--- src/common/sdcx_pkg.sv ---
// package for the deep standby clock exit block: register map, field layout, reset values, states.
// assumes a 26-bit AXI4-Lite byte address; register indices are word numbers (byte address = index * 4).
package sdcx_pkg;
    localparam int unsigned AW = 26;
    localparam logic [23:0] IDX_RATIO = 24'hfffdc4;
    localparam logic [23:0] IDX_RESET = 24'hfffe75;
    localparam logic [23:0] IDX_CTRL = 24'hfffe80;
    localparam logic [23:0] IDX_WAKE = 24'hfffe81;
    localparam logic [23:0] IDX_IRQ_ST = 24'hfffe82;
    localparam logic [23:0] IDX_IRQ_MASK = 24'hfffe83;
    localparam logic [AW-1:0] A_RATIO = {IDX_RATIO, 2'h0};
    localparam logic [AW-1:0] A_RESET = {IDX_RESET, 2'h0};
    localparam logic [AW-1:0] A_CTRL = {IDX_CTRL, 2'h0};
    localparam logic [AW-1:0] A_WAKE = {IDX_WAKE, 2'h0};
    localparam logic [AW-1:0] A_IRQ_ST = {IDX_IRQ_ST, 2'h0};
    localparam logic [AW-1:0] A_IRQ_MASK = {IDX_IRQ_MASK, 2'h0};
    // clock_ratio_control fields
    localparam int unsigned RATIO_W = 3;
    localparam int unsigned CPU_RATIO_LSB = 8;
    localparam int unsigned PER_RATIO_LSB = 4;
    localparam logic [15:0] RATIO_RST = 16'h0000;
    // reset_cause_status fields
    localparam int unsigned RST_FLAG_BIT = 7;
    // standby control fields
    localparam int unsigned C_SOFT_SEL = 0;
    localparam int unsigned C_DEEP_SEL = 1;
    localparam int unsigned C_OUT_HOLD = 2;
    localparam int unsigned C_PIN_HOLD = 3;
    localparam int unsigned C_BUS_STOP = 4;
    localparam int unsigned C_SDR_STOP = 5;
    localparam int unsigned C_SELF_REF = 6;
    localparam int unsigned C_CKE_EN = 7;
    localparam int unsigned C_STATE_LSB = 8;
    localparam logic [7:0] CTRL_RST = 8'h00;
    // wake enables: [0] nmi, [4:1] irq pins, [5] timer, [6] usb; edge select 1 = rising
    localparam int unsigned WAKE_EDGE_LSB = 8;
    localparam logic [6:0] WAKE_EN_RST = 7'h00;
    localparam logic [4:0] EDGE_SEL_RST = 5'h00;
    // interrupt status bits
    localparam int unsigned I_SOFT_EXIT = 0;
    localparam int unsigned I_DEEP_EXIT = 1;
    localparam int unsigned I_INT_RESET = 2;
    localparam logic [2:0] IRQ_RST = 3'h0;
    localparam logic CLK_PARK = 1'b1;
    localparam logic [1:0] RESP_OKAY = 2'h0;
    localparam logic [1:0] RESP_SLVERR = 2'h2;
    typedef enum logic [1:0] {
        ST_RUN = 2'h0,
        ST_SOFT = 2'h1,
        ST_DEEP = 2'h3,
        ST_WAKE = 2'h2
    } sdcx_state_t;
endpackage : sdcx_pkg

--- src/common/sdcx_clk_if.sv ---
// carrier between the top and one clock output generator.
// assumes both ends run on mclk_i.
`timescale 1ns/1ps
interface sdcx_clk_if;
    logic ref_lvl;
    logic hold;
    logic stop;
    logic clk;
    modport ctl (output ref_lvl, output hold, output stop, input clk);
    modport gen (input ref_lvl, input hold, input stop, output clk);
endinterface : sdcx_clk_if

--- src/logic/sdcx_sync2.sv ---
// two flip-flop synchroniser for pins from outside the mclk_i domain.
// assumes inputs are slow against mclk_i; only the second stage is read.
`timescale 1ns/1ps
module sdcx_sync2 #(
    parameter int W = 1
) (
    input wire logic mclk_i,
    input wire logic rstn_i,
    input wire logic [W-1:0] d_i,
    output logic [W-1:0] q_o
);
    typedef struct packed {
        logic [W-1:0] s1;
        logic [W-1:0] s2;
    } sdcx_sync_t;
    sdcx_sync_t st;
    sdcx_sync_t next_st;

    always_comb begin
        next_st.s1 = d_i;
        next_st.s2 = st.s1;
    end

    always_ff @(posedge mclk_i or negedge rstn_i) begin
        if (!rstn_i) begin
            st <= '0;
        end else begin
            st <= next_st;
        end
    end

    assign q_o = st.s2;
endmodule : sdcx_sync2

--- src/logic/sdcx_clkout.sv ---
// one gated clock output: follows the sampled reference, parks high on stop, freezes on hold.
// assumes ref_lvl is already synchronised to mclk_i.
`timescale 1ns/1ps
module sdcx_clkout (
    input wire logic mclk_i,
    input wire logic rstn_i,
    sdcx_clk_if.gen cif
);
    typedef struct packed {
        logic clk;
    } sdcx_co_t;
    sdcx_co_t st;
    sdcx_co_t next_st;

    always_comb begin
        next_st = st;
        if (cif.hold) begin
            next_st.clk = st.clk;
        end else if (cif.stop) begin
            next_st.clk = 1'b1;
        end else begin
            // resumes from the parked level, so no partial pulse
            next_st.clk = cif.ref_lvl;
        end
    end

    always_ff @(posedge mclk_i or negedge rstn_i) begin
        if (!rstn_i) begin
            st.clk <= sdcx_pkg::CLK_PARK;
        end else begin
            st <= next_st;
        end
    end

    assign cif.clk = st.clk;
endmodule : sdcx_clkout

--- src/logic/sdcx_top.sv ---
// deep standby entry/exit sequencer with gated bus and sdram clock outputs and AXI4-Lite registers.
// assumes sleep_i and the timer/usb wake requests come from mclk_i logic; pins are asynchronous.
//
// The AXI4-Lite slave port is this design's own decision.
`timescale 1ns/1ps
module sdcx_top (
    input wire logic mclk_i,
    input wire logic rstn_i,
    input wire logic [25:0] awaddr_i,
    input wire logic awvalid_i,
    output logic awready_o,
    input wire logic [31:0] wdata_i,
    input wire logic [3:0] wstrb_i,
    input wire logic wvalid_i,
    output logic wready_o,
    output logic [1:0] bresp_o,
    output logic bvalid_o,
    input wire logic bready_i,
    input wire logic [25:0] araddr_i,
    input wire logic arvalid_i,
    output logic arready_o,
    output logic [31:0] rdata_o,
    output logic [1:0] rresp_o,
    output logic rvalid_o,
    input wire logic rready_i,
    input wire logic sleep_i,
    input wire logic ext_clk_i,
    input wire logic nmi_i,
    input wire logic [3:0] irq_pin_i,
    input wire logic timer_wake_i,
    input wire logic usb_wake_i,
    input wire logic standby_n_i,
    input wire logic [23:0] bus_addr_i,
    input wire logic [3:0] bus_ctrl_i,
    output logic [23:0] bus_addr_o,
    output logic [3:0] bus_ctrl_o,
    output logic bus_oe_o,
    output logic bus_clk_o,
    output logic sdram_clk_o,
    output logic sdram_cke_o,
    output logic sdram_cke_oe_o,
    output logic [2:0] cpu_ratio_o,
    output logic [2:0] periph_ratio_o,
    output logic standby_o,
    output logic int_reset_o,
    output logic irq_o
);
    typedef struct packed {
        sdcx_pkg::sdcx_state_t state;
        logic [15:0] ratio;
        logic [7:0] ctrl;
        logic [6:0] wake_en;
        logic [4:0] edge_sel;
        logic rflag;
        logic rarm;
        logic wake_irq;
        logic [2:0] irq_st;
        logic [2:0] irq_mask;
        logic [4:0] pin_prev;
        logic aw_ok;
        logic [25:0] awaddr;
        logic w_ok;
        logic [31:0] wdata;
        logic [3:0] wstrb;
        logic bvalid;
        logic [1:0] bresp;
        logic rvalid;
        logic [31:0] rdata;
        logic [1:0] rresp;
        logic [23:0] bus_addr;
        logic [3:0] bus_ctrl;
        logic bus_oe;
        logic cke;
        logic int_reset;
    } sdcx_st_t;
    sdcx_st_t st;
    sdcx_st_t next_st;

    logic [6:0] pin_s;
    logic ext_clk_s;
    logic [4:0] pin_now;
    logic standby_n_s;
    logic [4:0] edge_hit;
    logic wake_int;
    logic pin_wake;
    logic wake_any;
    logic in_sb;
    logic hold_pins;
    logic rst_clr_ok;
    logic [31:0] rd_data;
    logic rd_err;

    sdcx_clk_if bus_cif ();
    sdcx_clk_if sdr_cif ();

    sdcx_sync2 #(.W(7)) u_sync (
        .mclk_i(mclk_i),
        .rstn_i(rstn_i),
        .d_i({standby_n_i, ext_clk_i, irq_pin_i, nmi_i}),
        .q_o(pin_s)
    );

    assign pin_now = pin_s[4:0];
    assign ext_clk_s = pin_s[5];
    assign standby_n_s = pin_s[6];

    // per-source edge selection; pins are compared only after the synchroniser
    assign edge_hit = (st.edge_sel & pin_now & ~st.pin_prev) | (~st.edge_sel & ~pin_now & st.pin_prev);
    assign wake_int = |(st.wake_en & {usb_wake_i, timer_wake_i, edge_hit});
    assign pin_wake = !standby_n_s;
    assign wake_any = wake_int || pin_wake;
    assign in_sb = (st.state != sdcx_pkg::ST_RUN);
    assign hold_pins = in_sb || st.ctrl[sdcx_pkg::C_PIN_HOLD];

    // clearing needs a prior read of the flag as 1 and a zero in bit 7
    assign rst_clr_ok = st.aw_ok && st.w_ok && st.awaddr == sdcx_pkg::A_RESET && st.wstrb[0]
        && !st.wdata[sdcx_pkg::RST_FLAG_BIT] && st.rarm;

    // clocks park high through standby, so a pin hold on exit always retains a high level
    assign bus_cif.ref_lvl = ext_clk_s;
    assign bus_cif.hold = st.ctrl[sdcx_pkg::C_PIN_HOLD] && !in_sb;
    assign bus_cif.stop = st.ctrl[sdcx_pkg::C_BUS_STOP] || in_sb;
    assign sdr_cif.ref_lvl = ext_clk_s;
    assign sdr_cif.hold = st.ctrl[sdcx_pkg::C_PIN_HOLD] && !in_sb;
    assign sdr_cif.stop = st.ctrl[sdcx_pkg::C_SDR_STOP] || in_sb;

    sdcx_clkout u_bus_clk (
        .mclk_i(mclk_i),
        .rstn_i(rstn_i),
        .cif(bus_cif)
    );

    // same restart procedure, own stop bit
    sdcx_clkout u_sdr_clk (
        .mclk_i(mclk_i),
        .rstn_i(rstn_i),
        .cif(sdr_cif)
    );

    always_comb begin
        rd_data = 32'h0000_0000;
        rd_err = 1'b0;
        case (araddr_i)
            sdcx_pkg::A_RATIO: rd_data = {16'h0000, st.ratio};
            sdcx_pkg::A_RESET: rd_data = {24'h00_0000, st.rflag, 7'h00};
            sdcx_pkg::A_CTRL: rd_data = {22'h00_0000, st.state, st.ctrl};
            sdcx_pkg::A_WAKE: rd_data = {19'h0_0000, st.edge_sel, 1'b0, st.wake_en};
            sdcx_pkg::A_IRQ_ST: rd_data = {29'h0000_0000, st.irq_st};
            sdcx_pkg::A_IRQ_MASK: rd_data = {29'h0000_0000, st.irq_mask};
            default: rd_err = 1'b1;
        endcase
    end

    always_comb begin
        logic [2:0] irq_set;
        logic [15:0] wmask;
        irq_set = 3'h0;
        wmask = {{8{st.wstrb[1]}}, {8{st.wstrb[0]}}};
        next_st = st;
        next_st.int_reset = 1'b0;
        next_st.pin_prev = pin_now;

        // write channel: address and data taken in either order
        if (awvalid_i && awready_o) begin
            next_st.aw_ok = 1'b1;
            next_st.awaddr = awaddr_i;
        end
        if (wvalid_i && wready_o) begin
            next_st.w_ok = 1'b1;
            next_st.wdata = wdata_i;
            next_st.wstrb = wstrb_i;
        end
        if (st.bvalid && bready_i) begin
            next_st.bvalid = 1'b0;
        end
        if (st.aw_ok && st.w_ok) begin
            next_st.aw_ok = 1'b0;
            next_st.w_ok = 1'b0;
            next_st.bvalid = 1'b1;
            next_st.bresp = sdcx_pkg::RESP_OKAY;
            case (st.awaddr)
                sdcx_pkg::A_RATIO: begin
                    next_st.ratio = (st.ratio & ~wmask) | (st.wdata[15:0] & wmask);
                end
                sdcx_pkg::A_RESET: begin
                    if (rst_clr_ok) begin
                        next_st.rflag = 1'b0;
                        next_st.rarm = 1'b0;
                    end
                end
                sdcx_pkg::A_CTRL: begin
                    if (st.wstrb[0]) begin
                        next_st.ctrl = st.wdata[7:0];
                    end
                end
                sdcx_pkg::A_WAKE: begin
                    if (st.wstrb[0]) begin
                        next_st.wake_en = st.wdata[6:0];
                    end
                    if (st.wstrb[1]) begin
                        next_st.edge_sel = st.wdata[sdcx_pkg::WAKE_EDGE_LSB +: 5];
                    end
                end
                sdcx_pkg::A_IRQ_ST: begin
                    if (st.wstrb[0]) begin
                        next_st.irq_st = st.irq_st & ~st.wdata[2:0];
                    end
                end
                sdcx_pkg::A_IRQ_MASK: begin
                    if (st.wstrb[0]) begin
                        next_st.irq_mask = st.wdata[2:0];
                    end
                end
                default: next_st.bresp = sdcx_pkg::RESP_SLVERR;
            endcase
        end

        // read channel: one read in flight, answered on the same edge that takes the address
        if (st.rvalid && rready_i) begin
            next_st.rvalid = 1'b0;
        end
        if (arvalid_i && arready_o) begin
            next_st.rvalid = 1'b1;
            next_st.rdata = rd_data;
            next_st.rresp = rd_err ? sdcx_pkg::RESP_SLVERR : sdcx_pkg::RESP_OKAY;
            if (araddr_i == sdcx_pkg::A_RESET && st.rflag) begin
                next_st.rarm = 1'b1;
            end
        end

        case (st.state)
            sdcx_pkg::ST_RUN: begin
                if (sleep_i && st.ctrl[sdcx_pkg::C_SOFT_SEL]) begin
                    next_st.state = sdcx_pkg::ST_SOFT;
                end
            end
            sdcx_pkg::ST_SOFT: begin
                // a pending wake source blocks the move into deep standby
                if (wake_any) begin
                    next_st.state = sdcx_pkg::ST_RUN;
                    irq_set[sdcx_pkg::I_SOFT_EXIT] = 1'b1;
                end else if (st.ctrl[sdcx_pkg::C_DEEP_SEL]) begin
                    next_st.state = sdcx_pkg::ST_DEEP;
                end
            end
            sdcx_pkg::ST_DEEP: begin
                if (wake_any) begin
                    next_st.state = sdcx_pkg::ST_WAKE;
                    next_st.wake_irq = wake_int;
                end
            end
            sdcx_pkg::ST_WAKE: begin
                next_st.state = sdcx_pkg::ST_RUN;
                next_st.int_reset = st.wake_irq;
                irq_set[sdcx_pkg::I_DEEP_EXIT] = 1'b1;
                irq_set[sdcx_pkg::I_INT_RESET] = st.wake_irq;
                if (st.wake_irq) begin
                    next_st.rflag = 1'b1;
                end
            end
            default: next_st.state = sdcx_pkg::ST_RUN;
        endcase

        // hardware sets win over the software clears above
        next_st.irq_st = next_st.irq_st | irq_set;

        if (!hold_pins) begin
            next_st.bus_addr = bus_addr_i;
            next_st.bus_ctrl = bus_ctrl_i;
        end
        // without the output hold option the bus floats in standby; an output hold keeps it driven
        next_st.bus_oe = !(in_sb && !st.ctrl[sdcx_pkg::C_OUT_HOLD]);
        next_st.cke = !(in_sb && st.ctrl[sdcx_pkg::C_SELF_REF] && st.ctrl[sdcx_pkg::C_CKE_EN]);
    end

    always_ff @(posedge mclk_i or negedge rstn_i) begin
        if (!rstn_i) begin
            st <= '0;
            st.state <= sdcx_pkg::ST_RUN;
            st.ratio <= sdcx_pkg::RATIO_RST;
            st.ctrl <= sdcx_pkg::CTRL_RST;
            st.wake_en <= sdcx_pkg::WAKE_EN_RST;
            st.edge_sel <= sdcx_pkg::EDGE_SEL_RST;
            st.irq_st <= sdcx_pkg::IRQ_RST;
            st.irq_mask <= sdcx_pkg::IRQ_RST;
            st.bus_oe <= 1'b1;
            st.cke <= 1'b1;
        end else begin
            st <= next_st;
        end
    end

    assign awready_o = !st.aw_ok && !st.bvalid;
    assign wready_o = !st.w_ok && !st.bvalid;
    assign bvalid_o = st.bvalid;
    assign bresp_o = st.bresp;
    assign arready_o = !st.rvalid;
    assign rvalid_o = st.rvalid;
    assign rdata_o = st.rdata;
    assign rresp_o = st.rresp;
    assign bus_addr_o = st.bus_addr;
    assign bus_ctrl_o = st.bus_ctrl;
    assign bus_oe_o = st.bus_oe;
    assign bus_clk_o = bus_cif.clk;
    assign sdram_clk_o = sdr_cif.clk;
    assign sdram_cke_o = st.cke;
    assign sdram_cke_oe_o = st.ctrl[sdcx_pkg::C_CKE_EN];
    assign cpu_ratio_o = st.ratio[sdcx_pkg::CPU_RATIO_LSB +: sdcx_pkg::RATIO_W];
    assign periph_ratio_o = st.ratio[sdcx_pkg::PER_RATIO_LSB +: sdcx_pkg::RATIO_W];
    assign standby_o = in_sb;
    assign int_reset_o = st.int_reset;
    assign irq_o = |(st.irq_st & st.irq_mask);
endmodule : sdcx_top

--- config.mk ---
export PLATFORM = sky130hd
export DESIGN_NAME = sdcx_top
export DESIGN_NICKNAME = d
export VERILOG_FILES = /design/src/common/sdcx_pkg.sv /design/src/common/sdcx_clk_if.sv /design/src/logic/sdcx_sync2.sv /design/src/logic/sdcx_clkout.sv /design/src/logic/sdcx_top.sv
export SDC_FILE = /design/constraint.sdc
export NUM_CORES = 1
export LEC_CHECK = 0
export BUFFER_PORTS_ARGS = -buffer_cell sky130_fd_sc_hd__buf_2
export CAP_MARGIN = 20
export CORE_ASPECT_RATIO = 1.25
export CORE_MARGIN = 5
export CORE_UTILIZATION = 47
export DETAILED_ROUTE_END_ITERATION = 12
export HOLD_SLACK_MARGIN = 0.12
export PLACE_DENSITY = 0.77
export SLEW_MARGIN = 5
export SYNTH_ARGS = -nofsm -noshare
export SYNTH_HDL_FRONTEND = slang
export SYNTH_SLANG_ARGS = --single-unit
--- constraint.sdc ---
create_clock -name mclk_i -period 1.8 [get_ports mclk_i]
set_input_delay 0.09 -clock mclk_i [delete_from_list [all_inputs] [get_ports mclk_i]]
set_output_delay 0.09 -clock mclk_i [all_outputs]
set_load 0.03 [all_outputs]
==> summary.md <==
| Metric | Value |
|---|---|
| Synthesized area | `roughly 7300 sq um` |
| Synth Area per Inst | `13.19 sq um` |
| R2R depth | `5` |
| Worst Hold Class | `in -> reg` |
| RSZ-0062 raised after global routing | `true` |
| Clk_lat worst skew | `420 ps` |
| Worst clock skew | `11.23 ps` |
| Clk sink count | `165` |
| WP data arrival | `2190 ps` |
| Worst slack at placement | `-127.9 ps` |
| Die X | `121.2 um` |
| RD Place Congestion | `0.8469` |
| Drt drc | `0` |
| H-tree lvl count | `4` |
| Overall power | `10,670 uW` |
| Top FF cell, synth | `dfrtp_1` |
| Critical Path Source Type | `register` |
| Fin. max-slew vios | `0` |
| Worst path max stage delay | `approximately 540 ps` |
| Final Hold Vio Count | `0` |
| Die area | `18,070 sq um` |
| Clock slew at reported path FFs | `60 ps` |
| Slew headroom | `65.27%` |
| Crit. End Element | `register` |
| Distinct cells, synth | `58` |
| Status | `complete, but fails checks` |
| Die Span Y | `about 150 um` |
| Top delay family on crit path | `simple AND/OR/NAND/NOR gates` |
| Crit-path cells | `nor3_2 -> nand4_2 -> or4_4 -> buf_6 -> mux2_4` |
| End of the worst register-to-register path | `st[150]` |
| Most frequent cells in the layout | `buf_2 (178), dfrtp_1 (159), mux2_2 (110)` |
| Power Dens Cells | `between 1000 and 1500 nW/um^2` |
| Post-synthesis sequential area ratio | `56.87%` |
| Number of antenna violations at the first check in global routing | `2` |
| Drt wl/cell | `18.29 um` |
| Post-synthesis register bit count | `165` |
| Violations in the final reports | `setup timing` |
| IO Port Bufs | `179` |
| Clock root buffer | `clkbuf_16` |
| DRT Wirelength | `18,640 um` |
| GRT Total Usage | `approximately a fifth` |
| # rows | `50` |
| Num ports | `216` |
| # Max-Cap Violations | `0` |
| Crit path buf inv count | `1` |
| Fmax | `between 500 and 600 MHz` |
| Final WS setup | `-84.63 ps` |
| Reg-to-Reg Start | `st[111]` |
| Ys async rst share | `100.0%` |
| Worst endpoint required time | `2100 ps` |
| Slew @ Worst Pin | `~520 ps` |
| Critical path class | `reg -> reg` |
| Yosys warning total | `0` |
| Layout cells sized above 1 | `48.34%` |
| Total gr overflow | `0` |
| Area Overhead vs Synth | `34.35%` |
| Fillers | `about 1,100` |
| # diodes | `0` |
| Commonest non-fill, non-tap cell in the layout | `buf_2` |
| Drt via density | `5.098` |
| Hold_sp | `araddr_i[24]` |
| Detailed-route via count | `5,195` |
| # nets final | `931` |
| Total CTS buffers | `17` |
| CTS tree | `built` |
| Synthesized netlist cell count | `551` |
| Vias in the first global route | `approximately 5,700` |
| R2R Setup Slk | `-80 ps` |
| Largest net degree at the start of global routing | `55` |
| Core Area | `15,080 sq um` |
| Dpl cell area | `8248 sq um` |
| Initial core utilization | `48.22%` |
| Worst hold stages | `4` |
| WHS | `136.7 ps` |
| Tcrit/Tclk final | `104.7%` |
| DP Wirelength | `approximately 13,000 um` |
| Max Root-Sink Buffers | `2` |
| TritonRoute pass-1 iters | `5` |
| Endpoint of the worst hold path | `st[145]` |
| Crit path max fanout | `5` |
| EDFF count, synth | `0` |
| Final ANT Viol Nets | `0` |
| Leakage power | `0.004713 uW` |
| Detailed Route Iter0 Violations | `365` |
| Slowest-stage cell, CP | `or4_4` |
| Setup violations, final | `16` |
| First-pass GRT wire length | `29,570 um` |
| Post-route minimum period | `1885 ps` |
| Final instance area | `between 9000 and 10,000 sq um` |
| Worst VDD drop | `roughly 0.0010 V` |
-- cell usage after synthesis (2+ instances only) --
library cell / count / area [sq um]
a21o_1: 3 / 22.52
a21oi_1: 2 / 10.01
a22o_1: 2 / 17.52
a22oi_1: 10 / 75.07
a31oi_1: 4 / 25.02
a32oi_1: 3 / 26.28
and2_1: 4 / 25.02
and3_1: 2 / 12.51
and4_1: 2 / 17.52
and4b_1: 7 / 70.07
buf_2: 6 / 30.03
buf_4: 70 / 525.5
clkbuf_1: 7 / 26.28
dfrtp_1: 161 / 4029
dfstp_2: 4 / 105.1
inv_1: 10 / 37.54
mux2_2: 111 / 1250
mux2_4: 5 / 75.07
mux4_2: 3 / 67.56
nand2_1: 30 / 112.6
nand2b_1: 8 / 50.05
nand3_1: 8 / 40.04
nand3b_1: 3 / 22.52
nand4_1: 5 / 31.28
nand4b_1: 3 / 26.28
nor2_1: 13 / 48.80
nor2b_1: 4 / 25.02
nor3_1: 2 / 10.01
nor3_2: 3 / 30.03
nor4_1: 2 / 12.51
o21ai_0: 21 / 105.1
o21ai_1: 4 / 20.02
o31ai_1: 2 / 15.01
or3_1: 2 / 12.51
or4_1: 2 / 15.01
-- registers in the layout (all words and copies together) (netlist names), 4 cells and up, named ones only --
| signal | count |
|---|---|
| rdata_o | 16 |
| bus_ctrl_o | 4 |
| u_sync.q_o | 7 |
| bus_addr_o | 24 |
| u_sync.next_st | 7 |
| st | 81 |
-- where the power goes --
part           internal (uW)  switching, uW  total (uW)
Combinational           1160           1020        2180
Sequential              4330            516        4850
Clock                   2140           1500        3640
-- logic make-up after synthesis --
kind of cell | share of synthesized area [%]
AO/OA/AOI/OAI | 5.387
buffers and inverters | 8.726
flip-flops | 56.87
multiplexers | 19.16
other | 0.05159
AND/OR/NAND/NOR | 9.811
-- worst min-delay path: cells and delay by family --
kind / cells / cell delay, ps
AO/OA/AOI/OAI: 1 / 60
buffers and inverters: 1 / 100
AND/OR/NAND/NOR: 2 / 260
-- routing by layer --
layer	GRT usage, %	vias to the layer above	routed length (um)
met1	24.14	2560	7185
met3	5.083	34	1303
met5	0	-	27
met2	37.97	216	9680
li1	-	2381	-
met4	8.352	4	442
-- metrics by stage --
step           cells  utilization (%)  setup TNS, ps
6_report        1019            64.78         -678.5
5_1_grt         1019            64.78          -3105
4_1_cts         1019            64.55         -919.6
3_5_place_dp     902            54.71          -1937
3_3_place_gp     902            54.71          -1038
2_1_floorplan    568                -         -244.2
-- worst max-delay path by stage --
stage,cells after the start,slack (ps),endpoint,startpoint
floorplan,5,-50,st[147],st[107]
global placement,5,-70,st[149],st[107]
detailed placement,6,-130,register,st[107]
CTS,5,-90,st[150],st[111]
global route,5,-140,st[148],st[111]
finish,5,-80,st[150],st[111]
-- what timing repair did --
item | CTS | global route
hold endpoints to repair | 225 | 0
gates cloned | 0 | 0
buffers inserted | 0 | 1
setup endpoints to repair | 33 | 44
gates resized for setup | 10 | 9
pin swaps | 4 | 5
hold buffers | 86 | 0
-- cell type report --
cell class                 instances  area (sq um)  share of cell area, %
tap                              208         260.3                  2.665
clock inverter                    13         145.1                  1.486
clock buffer                      19         452.9                  4.637
inverter                          10         37.54                 0.3843
sequential                       165          4136                  42.35
multi-input combinational        308          2659                  27.22
timing repair buffer             296          2076                  21.25
No activity file was read; power rests on OpenSTA's default activity.
